File: config.mk
export PLATFORM = sky130hd
export DESIGN_NAME = lfs_status_bank
export DESIGN_NICKNAME = d
export VERILOG_FILES = /design/src/hw/lfs_pkg.sv /design/src/hw/lfs_flag_byte.sv /design/src/hw/lfs_status_bank.sv
export SDC_FILE = /design/constraint.sdc
export NUM_CORES = 1
export LEC_CHECK = 0
export BUFFER_PORTS_ARGS = -buffer_cell sky130_fd_sc_hd__buf_2
export CORE_MARGIN = 8
export CORE_UTILIZATION = 42
export DETAILED_ROUTE_END_ITERATION = 8
export HOLD_SLACK_MARGIN = 0.06
export PLACE_DENSITY = 0.83
export RECOVER_POWER = 50
export SLEW_MARGIN = 20
export SYNTH_ARGS = -nofsm -noshare
export SYNTH_HDL_FRONTEND = slang
export SYNTH_SLANG_ARGS = --single-unit
export TNS_END_PERCENT = 10
File: constraint.sdc
create_clock -name clk_i -period 1.45 [get_ports clk_i]
set_clock_uncertainty 0.15 [all_clocks]
set_input_delay 0.0725 -clock clk_i [delete_from_list [all_inputs] [get_ports clk_i]]
set_output_delay 0.0725 -clock clk_i [all_outputs]
set_load 0.01 [all_outputs]
File: src/hw/lfs_pkg.sv
package lfs_pkg;

    // ------------------------------------------------------------
    // Bus geometry
    // ------------------------------------------------------------
    localparam int LFS_AW = 12;
    localparam int LFS_DW = 32;

    // ------------------------------------------------------------
    // Register indices (byte address is four times the index)
    // ------------------------------------------------------------
    localparam logic [7:0] LFS_IDX_SLS_GH  = 8'ha6;
    localparam logic [7:0] LFS_IDX_OPEN_AB = 8'ha7;
    localparam logic [7:0] LFS_IDX_OPEN_CD = 8'ha8;
    localparam logic [7:0] LFS_IDX_IRQ_STS = 8'hb0;
    localparam logic [7:0] LFS_IDX_IRQ_CLR = 8'hb1;
    localparam logic [7:0] LFS_IDX_IRQ_EN  = 8'hb2;

    // ------------------------------------------------------------
    // Field layout and reset values
    // ------------------------------------------------------------
    localparam int         LFS_HI_LSB     = 4;
    localparam int         LFS_LO_LSB     = 0;
    localparam int         LFS_RSVD_HI    = 7;
    localparam int         LFS_RSVD_LO    = 3;
    localparam logic [7:0] LFS_FLAG_RST   = 8'h00;
    localparam logic [2:0] LFS_IRQ_RST    = 3'h0;
    localparam int         LFS_IRQ_SLS    = 0;
    localparam int         LFS_IRQ_OPENAB = 1;
    localparam int         LFS_IRQ_OPENCD = 2;

    // Six channel levels: [5:3] upper group ch2..0, [2:0] lower ch2..0
    typedef logic [5:0] lfs_pair_t;

    typedef struct packed {
        logic              psel;
        logic              penable;
        logic              pwrite;
        logic [LFS_AW-1:0] paddr;
        logic [LFS_DW-1:0] pwdata;
    } lfs_apb_req_t;

    // ------------------------------------------------------------
    // Helpers
    // ------------------------------------------------------------
    function automatic logic [LFS_AW-1:0] lfs_addr(input logic [7:0] idx);
        lfs_addr = {2'h0, idx, 2'h0};
    endfunction : lfs_addr

    // Reserved bits 7 and 3 are forced low here
    function automatic logic [7:0] lfs_pack(input lfs_pair_t f);
        lfs_pack = 8'h00;
        lfs_pack[LFS_HI_LSB +: 3] = f[5:3];
        lfs_pack[LFS_LO_LSB +: 3] = f[2:0];
    endfunction : lfs_pack

endpackage : lfs_pkg

File: src/hw/lfs_flag_byte.sv
`timescale 1ns/10ps

module lfs_flag_byte
    import lfs_pkg::*;
(
    // Clock, reset, enable
    input  wire logic       clk_i,
    input  wire logic       rst_i,
    input  wire logic       ce_i,
    // Detector levels
    input  wire lfs_pair_t  fault_i,
    // Status byte and new-fault pulse
    output logic [7:0]      flags_o,
    output logic            rise_o
);

    typedef struct packed {
        logic [7:0] flags;
        logic       rise;
    } lfs_fb_state_t;

    lfs_fb_state_t s_q;
    lfs_fb_state_t s_d;

    always_comb
    begin
        s_d = s_q;
        if (ce_i)
        begin
            s_d.flags = lfs_pack(fault_i);
            s_d.rise  = |(s_d.flags & ~s_q.flags);
        end
    end

    always_ff @(posedge clk_i or posedge rst_i)
    begin
        if (rst_i)
        begin
            s_q.flags <= LFS_FLAG_RST;
            s_q.rise  <= 1'b0;
        end
        else
        begin
            s_q <= s_d;
        end
    end

    assign flags_o = s_q.flags;
    assign rise_o  = s_q.rise;

endmodule : lfs_flag_byte

File: src/hw/lfs_status_bank.sv
`timescale 1ns/10ps

module lfs_status_bank
    import lfs_pkg::*;
(
    // Clock, reset, enable
    input  wire logic              clk_i,
    input  wire logic              rst_i,
    input  wire logic              ce_i,
    // APB slave
    input  wire lfs_apb_req_t      apb_i,
    output logic [LFS_DW-1:0]      prdata_o,
    output logic                   pready_o,
    output logic                   pslverr_o,
    // Fault detector levels
    input  wire lfs_pair_t         sls_fault_gh_i,
    input  wire lfs_pair_t         open_fault_ab_i,
    input  wire lfs_pair_t         open_fault_cd_i,
    // Interrupt
    output logic                   irq_o
);

    // ------------------------------------------------------------
    // Flag bytes
    // ------------------------------------------------------------
    logic [7:0] sls_flags_gh;
    logic [7:0] open_flags_ab;
    logic [7:0] open_flags_cd;
    logic [2:0] flag_rise;

    lfs_flag_byte u_sls_gh (
        .clk_i   (clk_i),
        .rst_i   (rst_i),
        .ce_i    (ce_i),
        .fault_i (sls_fault_gh_i),
        .flags_o (sls_flags_gh),
        .rise_o  (flag_rise[LFS_IRQ_SLS])
    );

    lfs_flag_byte u_open_ab (
        .clk_i   (clk_i),
        .rst_i   (rst_i),
        .ce_i    (ce_i),
        .fault_i (open_fault_ab_i),
        .flags_o (open_flags_ab),
        .rise_o  (flag_rise[LFS_IRQ_OPENAB])
    );

    lfs_flag_byte u_open_cd (
        .clk_i   (clk_i),
        .rst_i   (rst_i),
        .ce_i    (ce_i),
        .fault_i (open_fault_cd_i),
        .flags_o (open_flags_cd),
        .rise_o  (flag_rise[LFS_IRQ_OPENCD])
    );

    // ------------------------------------------------------------
    // Bus and interrupt state
    // ------------------------------------------------------------
    typedef struct packed {
        logic [LFS_DW-1:0] prdata;
        logic              pready;
        logic              pslverr;
        logic              irq;
        logic [2:0]        sts;
        logic [2:0]        en;
    } lfs_state_t;

    lfs_state_t s_q;
    lfs_state_t s_d;

    logic       access;
    logic [2:0] clr_mask;

    // One wait state: pready is raised on the second access cycle
    assign access = apb_i.psel && apb_i.penable && !s_q.pready;

    always_comb
    begin
        s_d      = s_q;
        clr_mask = 3'h0;
        if (ce_i)
        begin
            s_d.pready  = access;
            s_d.pslverr = 1'b0;
            if (access)
            begin
                s_d.prdata = '0;
                if (apb_i.paddr == lfs_addr(LFS_IDX_SLS_GH))
                begin
                    if (!apb_i.pwrite)
                        s_d.prdata[7:0] = sls_flags_gh;
                end
                else if (apb_i.paddr == lfs_addr(LFS_IDX_OPEN_AB))
                begin
                    if (!apb_i.pwrite)
                        s_d.prdata[7:0] = open_flags_ab;
                end
                else if (apb_i.paddr == lfs_addr(LFS_IDX_OPEN_CD))
                begin
                    if (!apb_i.pwrite)
                        s_d.prdata[7:0] = open_flags_cd;
                end
                else if (apb_i.paddr == lfs_addr(LFS_IDX_IRQ_STS))
                begin
                    if (!apb_i.pwrite)
                        s_d.prdata[2:0] = s_q.sts;
                end
                else if (apb_i.paddr == lfs_addr(LFS_IDX_IRQ_CLR))
                begin
                    if (apb_i.pwrite)
                        clr_mask = apb_i.pwdata[2:0];
                end
                else if (apb_i.paddr == lfs_addr(LFS_IDX_IRQ_EN))
                begin
                    if (apb_i.pwrite)
                        s_d.en = apb_i.pwdata[2:0];
                    else
                        s_d.prdata[2:0] = s_q.en;
                end
                else
                begin
                    s_d.pslverr = 1'b1;
                end
            end
            // New fault wins over a clear in the same cycle
            s_d.sts = (s_q.sts & ~clr_mask) | flag_rise;
            s_d.irq = |(s_d.sts & s_d.en);
        end
    end

    always_ff @(posedge clk_i or posedge rst_i)
    begin
        if (rst_i)
        begin
            s_q.prdata  <= '0;
            s_q.pready  <= 1'b0;
            s_q.pslverr <= 1'b0;
            s_q.irq     <= 1'b0;
            s_q.sts     <= LFS_IRQ_RST;
            s_q.en      <= LFS_IRQ_RST;
        end
        else
        begin
            s_q <= s_d;
        end
    end

    assign prdata_o  = s_q.prdata;
    assign pready_o  = s_q.pready;
    assign pslverr_o = s_q.pslverr;
    assign irq_o     = s_q.irq;

    // ------------------------------------------------------------
    // Checks
    // ------------------------------------------------------------
    logic rd_done;
    logic wr_done;

    // Master holds the request through the pready edge
    assign rd_done = pready_o && apb_i.psel && apb_i.penable
                     && !apb_i.pwrite;
    assign wr_done = pready_o && apb_i.psel && apb_i.penable
                     && apb_i.pwrite;

    property p_sls_read;
        @(posedge clk_i) disable iff (rst_i)
        rd_done && apb_i.paddr == lfs_addr(LFS_IDX_SLS_GH)
        |-> prdata_o == {24'h0, lfs_pack($past(sls_fault_gh_i, 2))}
            || !$past(ce_i) || !$past(ce_i, 2);
    endproperty
    a_sls_read: assert property (p_sls_read)
        else $error("short byte read has wrong layout");

    property p_open_ab_read;
        @(posedge clk_i) disable iff (rst_i)
        rd_done && apb_i.paddr == lfs_addr(LFS_IDX_OPEN_AB)
        |-> prdata_o[7:0] == $past(open_flags_ab) && prdata_o[31:8] == '0;
    endproperty
    a_open_ab_read: assert property (p_open_ab_read)
        else $error("open byte AB read mismatch");

    property p_open_cd_read;
        @(posedge clk_i) disable iff (rst_i)
        rd_done && apb_i.paddr == lfs_addr(LFS_IDX_OPEN_CD)
        |-> prdata_o == {24'h0, $past(open_flags_cd)};
    endproperty
    a_open_cd_read: assert property (p_open_cd_read)
        else $error("open byte CD read mismatch");

    property p_open_follow;
        @(posedge clk_i) disable iff (rst_i)
        ce_i ##1 1'b1
        |-> open_flags_ab == lfs_pack($past(open_fault_ab_i))
            && open_flags_cd == lfs_pack($past(open_fault_cd_i));
    endproperty
    a_open_follow: assert property (p_open_follow)
        else $error("open flag does not follow detector");

    property p_reserved_zero;
        @(posedge clk_i) disable iff (rst_i)
        !open_flags_ab[LFS_RSVD_HI] && !open_flags_ab[LFS_RSVD_LO]
        && !open_flags_cd[LFS_RSVD_HI] && !open_flags_cd[LFS_RSVD_LO]
        && !sls_flags_gh[LFS_RSVD_HI] && !sls_flags_gh[LFS_RSVD_LO];
    endproperty
    a_reserved_zero: assert property (p_reserved_zero)
        else $error("reserved flag bit set");

    property p_reset_zero;
        @(posedge clk_i)
        $past(rst_i) && !rst_i
        |-> sls_flags_gh == LFS_FLAG_RST && open_flags_ab == LFS_FLAG_RST
            && open_flags_cd == LFS_FLAG_RST;
    endproperty
    a_reset_zero: assert property (p_reset_zero)
        else $error("flag byte not zero after reset");

    property p_write_ignored;
        @(posedge clk_i) disable iff (rst_i)
        wr_done && ce_i && apb_i.paddr == lfs_addr(LFS_IDX_OPEN_AB)
        |-> !pslverr_o && prdata_o == '0
            ##1 open_flags_ab == lfs_pack($past(open_fault_ab_i));
    endproperty
    a_write_ignored: assert property (p_write_ignored)
        else $error("write reached a flag byte");

    property p_irq_level;
        @(posedge clk_i) disable iff (rst_i)
        irq_o == |(s_q.sts & s_q.en);
    endproperty
    a_irq_level: assert property (p_irq_level)
        else $error("interrupt level does not match status");

    property p_pready_pulse;
        @(posedge clk_i) disable iff (rst_i)
        pready_o && ce_i |=> !pready_o;
    endproperty
    a_pready_pulse: assert property (p_pready_pulse)
        else $error("pready held longer than one cycle");

    property p_write_ignored_sls;
        @(posedge clk_i) disable iff (rst_i)
        wr_done && ce_i && apb_i.paddr == lfs_addr(LFS_IDX_SLS_GH)
        |-> !pslverr_o && prdata_o == '0
            ##1 sls_flags_gh == lfs_pack($past(sls_fault_gh_i));
    endproperty
    a_write_ignored_sls: assert property (p_write_ignored_sls)
        else $error("write reached the short byte");

    property p_write_ignored_cd;
        @(posedge clk_i) disable iff (rst_i)
        wr_done && ce_i && apb_i.paddr == lfs_addr(LFS_IDX_OPEN_CD)
        |-> !pslverr_o && prdata_o == '0
            ##1 open_flags_cd == lfs_pack($past(open_fault_cd_i));
    endproperty
    a_write_ignored_cd: assert property (p_write_ignored_cd)
        else $error("write reached open byte CD");

    // Only a taken clear write may drop a status bit
    property p_sts_sticky;
        @(posedge clk_i) disable iff (rst_i)
        ce_i && !(access && apb_i.pwrite
                  && apb_i.paddr == lfs_addr(LFS_IDX_IRQ_CLR))
        |=> (s_q.sts & $past(s_q.sts)) == $past(s_q.sts);
    endproperty
    a_sts_sticky: assert property (p_sts_sticky)
        else $error("status bit lost without a clear");

    property p_sts_set;
        @(posedge clk_i) disable iff (rst_i)
        ce_i && |flag_rise
        |=> (s_q.sts & $past(flag_rise)) == $past(flag_rise);
    endproperty
    a_sts_set: assert property (p_sts_set)
        else $error("new fault did not set status");

    // Flag bytes never answer with an error
    property p_err_unmapped;
        @(posedge clk_i) disable iff (rst_i)
        pready_o && pslverr_o
        |-> prdata_o == '0
            && apb_i.paddr != lfs_addr(LFS_IDX_SLS_GH)
            && apb_i.paddr != lfs_addr(LFS_IDX_OPEN_AB)
            && apb_i.paddr != lfs_addr(LFS_IDX_OPEN_CD);
    endproperty
    a_err_unmapped: assert property (p_err_unmapped)
        else $error("error answer on a flag byte");

    // Clock enable low must freeze bus, interrupt and open flag state
    property p_ce_freeze;
        @(posedge clk_i) disable iff (rst_i)
        !ce_i
        |=> s_q == $past(s_q) && open_flags_cd == $past(open_flags_cd)
            && open_flags_ab == $past(open_flags_ab);
    endproperty
    a_ce_freeze: assert property (p_ce_freeze)
        else $error("state moved while clock enable low");

endmodule : lfs_status_bank

==> qor.yml, run 1 <==
status: "complete, but fails checks"
violations: "setup timing"
clkTransAtPathRegs_ns: 0.07
area_growth_pct: 30.74
grt_pass1_wl_microns: 8597
h-tree-depth: 2
drv_cap: 0
relSlewSlack_pct: 47.02
arrival_ns: 1.71
hp-start: "apb_i[45]"
vias: 1910
worst_slack_ns: -0.2254
clkPwrFrac_pct: 31.7
grt-ovfl-total: 0
die_w_microns: 87.60
regArea_sq_um: 900.9
routabilityCongestion: 0.8739
crit_required_ns: 1.49
rr_startpoint: "pready_o$_DFFE_PP0P_"
r2r_end: "irq_o$_DFFE_PP0P_"
grt_pass1_vias: 1919
r2r_cells: 5
clk-insertion-delay-late_ns: 0.29
seq_power_share_pct: 48.7
synth.yosys.seq_area_share_pct: 41.84
grtUsageTotal_pct: 14.24
whs_endpoint: "pready_o$_DFFE_PP0P_"
antenna_found_initial: 0
synthCells: 226
avgSynthCellArea_sq_um: 9.528
cts-root-buf: "clkbuf_8"
multi_input_area_sq_um: 1035
die_y_microns: 87.60
start_util_pct: 42.70
peakVddDrop_mv: 0.6326
start_kind: "flop"
final_core_util_pct: 55.83
ys_warn_count: 0
core_sq_um: 5042
dieArea_sq_um: 7674
syn-cell-area_sq_um: 2153
final_area_sq_um: 2815
ff2ff_setup_slack_ns: -0.23
hold_path_class: "in -> reg"
power_leakage_nw: 1.337
critical_path_class: "reg -> reg"
period_needed_ns: 1.675
drc: 0
tightest_slew_ns: 0.7946
cts.sinks: 36
port_buffers: 47
place_area_sq_um: 2445
diodes: 0
ys_top_cells_by_area: "dfrtp_1, buf_4, mux2_2"
ant_nets: 0
synth_edf_count: 0
grt_setup_unrepaired: "true"
ys_ff_latch: 36
num-nets-final: 376
drt-initial-drc-count: 102
cts.path.max_buffers: 2
nFillCells: 457
finalMaxSlewViolations: 0
crit_path_end_kind: "flop"
grt_max_degree: 37
synth_top_area_share_pct: 41.84
yosys.area.top_type: "dfrtp_1"
min_period_over_period_pct: 115.5
drt-pass1-iter-count: 4
setup_viol: 8
powerDensity_nw_per_um2: 828.2
ys_types: 41
cts_buffers: 5
routed_wl_microns: 5493
crit_path_max_fanout: 5
comb_power_share_pct: 19.6
finalHoldViolations: 0
drt-vias-per-instance: 5.040
drive_above_1_share_pct: 32.69
io_pins: 103
rows: 26
async_flop_share_pct: 100.0
wl_per_cell_microns: 14.49
hold_depth: 4
p_int_mw: 1.678
p_sw_uw: 654.0
synthFlopType: "dfrtp_1"
max_freq_ghz: 0.5969
switching_share_pct: 28.05
place_hpwl_microns: 4173
cts_tree: "yes"
-- power by group through the flow --
stage	sequential [mW]	combinational, mW	clock [mW]
2_1_floorplan	1.14	0.303	0
3_3_place_gp	1.15	0.387	0
3_5_place_dp	1.15	0.401	0
4_1_cts	1.13	0.452	0.758
5_1_grt	1.14	0.503	0.801
6_report	1.14	0.457	0.740
-- worst max-delay path by stage --
stage                         startpoint           endpoint  slack [ns]  cells past startpoint
floorplan           pready_o$_DFFE_PP0P_  irq_o$_DFFE_PP0P_       -0.20                      5
global placement    pready_o$_DFFE_PP0P_  irq_o$_DFFE_PP0P_       -0.20                      5
detailed placement  pready_o$_DFFE_PP0P_  irq_o$_DFFE_PP0P_       -0.25                      5
CTS                 pready_o$_DFFE_PP0P_  irq_o$_DFFE_PP0P_       -0.24                      5
global route        pready_o$_DFFE_PP0P_  irq_o$_DFFE_PP0P_       -0.29                      5
finish              pready_o$_DFFE_PP0P_  irq_o$_DFFE_PP0P_       -0.23                      5
-- metrics by stage --
stage	total power [mW]	setup TNS (ns)	std cells	setup slack, ns	hold slack (ns)
2_1_floorplan	1.443	-0.6653	251	-0.2000	0.04345
3_3_place_gp	1.536	-1.640	348	-0.2008	0.04119
3_5_place_dp	1.553	-2.277	348	-0.2507	0.04787
4_1_cts	2.344	-1.208	379	-0.2406	0.08777
5_1_grt	2.448	-1.748	379	-0.2932	0.1134
6_report	2.332	-0.9828	379	-0.2254	0.08886
-- what timing repair did --
action / 4_1_cts / 5_1_grt
hold endpoints to repair: 63 / 0
setup buffers: 0 / 0
hold buffers: 23 / 0
endpoints found under the setup margin: 8 / 20
pin swaps: 1 / 7
gates resized for setup: 1 / 11
gates cloned: 0 / 0
-- layout make-up --
type,instances,area share (%)
multi-input cells,153,36.76
flip-flops and latches,36,32.00
repair buffers,89,21.78
well taps,70,3.111
inverters,23,3.067
clock buffers,6,2.933
clock inverters,2,0.3556
-- critical path, stage by stage, from the launching register on --
cell      delay (ns)
dfrtp_1         0.38
and4b_2         0.32
nand3_4         0.14
nor3_2          0.21
a211oi_1        0.10
a211o_1         0.26
-- cell usage after synthesis, types with 2 or more instances --
| cell type | count |
|---|---|
| nand3_1 | 5 |
| o221ai_1 | 3 |
| and4_1 | 2 |
| o21ai_1 | 2 |
| mux2_2 | 14 |
| nor3_1 | 4 |
| o21ai_0 | 16 |
| nand3b_1 | 2 |
| a22oi_1 | 9 |
| dfrtp_1 | 36 |
| buf_4 | 32 |
| nor2_1 | 3 |
| o22ai_1 | 10 |
| o31ai_1 | 2 |
| a22o_1 | 5 |
| nor3b_1 | 2 |
| nand2b_1 | 3 |
| inv_1 | 23 |
| clkbuf_1 | 5 |
| a21oi_1 | 5 |
| a31oi_1 | 2 |
| nand2_1 | 22 |
-- per-layer routing --
layer	global-route usage (%)	routed length, microns	vias to the layer above
li1	-	-	910
met1	15.94	2094	905
met2	25.00	2816	87
met3	4.784	517	8
met4	4.063	65	0
met5	0	0	-
-- flip-flops by register name, summed over array words and instances, names as in the netlist --
name,cells
pslverr_o,1
u_open_ab.rise_o,1
u_open_cd.flags_o,6
u_open_ab.flags_o,6
u_sls_gh.flags_o,6
prdata_o,6
u_open_cd.rise_o,1
pready_o,1
s_q,6
irq_o,1
u_sls_gh.rise_o,1
-- logic make-up (layout without fill, tap and decap cells) --
logic type | after synthesis | count (layout) | share of synthesized area (%)
AO/OA/AOI/OAI | 59 | 59 | 17.95
AND/OR/NAND/NOR | 54 | 54 | 15.92
flip-flops | 36 | 36 | 41.84
other | 1 | 26 | 0.1742
buffers and inverters | 62 | 120 | 16.79
multiplexers | 14 | 14 | 7.321
-- placed cells by master (no fill, tap or decap), drive strengths merged, types with 6 or more instances in the layout --
cell         count
conb            26
o22ai           10
buf             66
inv             23
clkbuf           6
o21ai           18
mux2            14
nand2           22
a22oi            9
dfrtp           36
dlygate4sd3     23
No activity file was read; power rests on OpenSTA's default activity.
==> inputs of run 2 (changes only) <==
--- a/config.mk
+++ b/config.mk
@@ -12,6 +12,7 @@
 export HOLD_SLACK_MARGIN = 0.06
 export PLACE_DENSITY = 0.83
 export RECOVER_POWER = 50
+export REMOVE_ABC_BUFFERS = 1
 export SLEW_MARGIN = 20
 export SYNTH_ARGS = -nofsm -noshare
 export SYNTH_HDL_FRONTEND = slang
==> run 2 against run 1 <==
  * The run still ends with setup timing left
  * Total power increased by 5.7%
  * Non-clock buffer count down 1
  * Final cell count shrank 0.26%
  * First-iteration DRC count is 8.8% lower
==> qor.yml, run 2 (same netlist as run 1, synthesis figures left out) <==
status: "complete, but fails checks"
violations: "setup timing"
relSlewSlack_pct: 47.37
fin_tns_setup_ns: -1.463
place_hpwl_microns: 4092
hold_path_class: "in -> reg"
grtUsageTotal_pct: 14.27
rr_startpoint: "pready_o$_DFFE_PP0P_"
finalHoldViolations: 0
crit_required_ns: 1.52
tightest_slew_ns: 0.7895
drive_above_1_share_pct: 29.55
cp_slowest_cell: "dfrtp_1"
drt-vias-per-instance: 4.968
h-tree-depth: 2
start_kind: "flop"
area_growth_pct: 30.85
grt_pass1_vias: 1911
grt_setup_unrepaired: "true"
hold_ws_ns: 0.08228
switching_share_pct: 26.78
cp.buffers_inverters: 0
critical_path_class: "reg -> reg"
routed_wl_microns: 5471
io_pins: 103
start_util_pct: 42.70
place_ws_ns: -0.2824
num-nets-final: 375
drc: 0
ant_nets: 0
drt-pass1-iter-count: 4
arrival_ns: 1.79
die_y_microns: 87.60
cts.path.max_buffers: 2
clkTransAtPathRegs_ns: 0.08
max_freq_ghz: 0.5817
hp-start: "apb_i[44]"
antenna_found_initial: 0
final_cell_mix: "dfrtp_1, buf_2, conb_1, inv_1, dlygate4sd3_1"
setup_viol: 10
diodes: 0
rows: 26
whs_endpoint: "prdata_o[6]$_DFFE_PP0P_"
worst_slack_ns: -0.2692
crit_chain: "and4b_2 -> and4_4 -> o221ai_1 -> a311oi_1 -> a211o_1"
seq_power_share_pct: 46.2
min_period_over_period_pct: 118.6
dp_cells: 347
cts_buffers: 5
finalMaxSlewViolations: 0
core_sq_um: 5042
port_buffers: 47
vias: 1878
crit_path_max_fanout: 4
fin_cells: 378
period_needed_ns: 1.719
ff2ff_setup_slack_ns: -0.27
r2r_end: "irq_o$_DFFE_PP0P_"
peakVddDrop_mv: 0.5113
drt-initial-drc-count: 93
grt-ovfl-total: 0
r2r_cells: 5
p_int_mw: 1.805
powerDensity_nw_per_um2: 874.8
p_sw_uw: 660.2
routabilityCongestion: 0.8560
grt_pass1_wl_microns: 8680
grt_max_degree: 37
cts.sinks: 36
die_w_microns: 87.60
clkPwrFrac_pct: 35.4
comb_power_share_pct: 18.4
cts-root-buf: "clkbuf_8"
cts_tree: "yes"
worstSetupStartpoint: "pready_o$_DFFE_PP0P_"
cp_top_family: "simple AND/OR/NAND/NOR gates"
dieArea_sq_um: 7674
final_area_sq_um: 2818
wl_per_cell_microns: 14.47
drv_cap: 0
clk-insertion-delay-late_ns: 0.29
place_area_sq_um: 2442
slowest_delay_ns: 0.38
hold_depth: 4
layout_commonest_cell: "dfrtp_1"
crit_path_end_kind: "flop"
power_leakage_nw: 1.315
-- run 2: cell type report --
type	count	area, sq um
fillers	449	2225
multi-input cells	153	1036
flip-flops and latches	36	900.9
repair buffers	88	599.3
well taps	70	87.58
inverters	23	86.33
clock buffers	6	72.57
clock inverters	2	35.03
-- run 2: worst max-delay path by stage --
stage	slack, ns	depth (start not counted)	to
6_report	-0.27	5	irq_o$_DFFE_PP0P_
5_1_grt	-0.31	5	irq_o$_DFFE_PP0P_
4_1_cts	-0.23	5	irq_o$_DFFE_PP0P_
3_5_place_dp	-0.28	5	irq_o$_DFFE_PP0P_
3_3_place_gp	-0.23	5	irq_o$_DFFE_PP0P_
2_1_floorplan	-0.21	5	irq_o$_DFFE_PP0P_
-- run 2: through the flow --
step / util (%) / power (mW)
global route: 55.88 / 2.580
finish: 55.88 / 2.465
CTS: 55.68 / 2.486
detailed placement: 48.44 / 1.552
global placement: 48.44 / 1.537
floorplan: - / 1.343
-- run 2: repair_timing --
action,4_1_cts,5_1_grt
setup buffers,1,0
gates resized for setup,11,7
pin swaps,3,2
hold endpoints to repair,62,0
setup endpoints to repair,7,14
hold buffers,22,0
-- run 2: layer usage --
metal / vias to the layer above / global-route usage (%) / part of all wire, %
li1: 907 / - / -
met1: 906 / 17.44 / 42
met2: 60 / 24.10 / 49
met3: 5 / 4.409 / 8.0
met4: 0 / 2.813 / 0.62
met5: - / 0 / 0
-- run 2: power groups by stage --
stage                     registers [mW]  logic, mW  clock network [mW]
after detailed placement            1.15      0.397                   0
after global placement              1.15      0.387                   0
after floorplan                     1.15      0.193                   0
after global routing                1.15      0.501               0.933
after CTS                           1.14      0.453               0.898
final                               1.14      0.454               0.873
-- run 2: worst register-to-register path, delay by kind of cell (launching register included) --
kind | cells | cell delay, ns
compound gates | 3 | 0.49
flops | 1 | 0.38
simple gates | 2 | 0.62
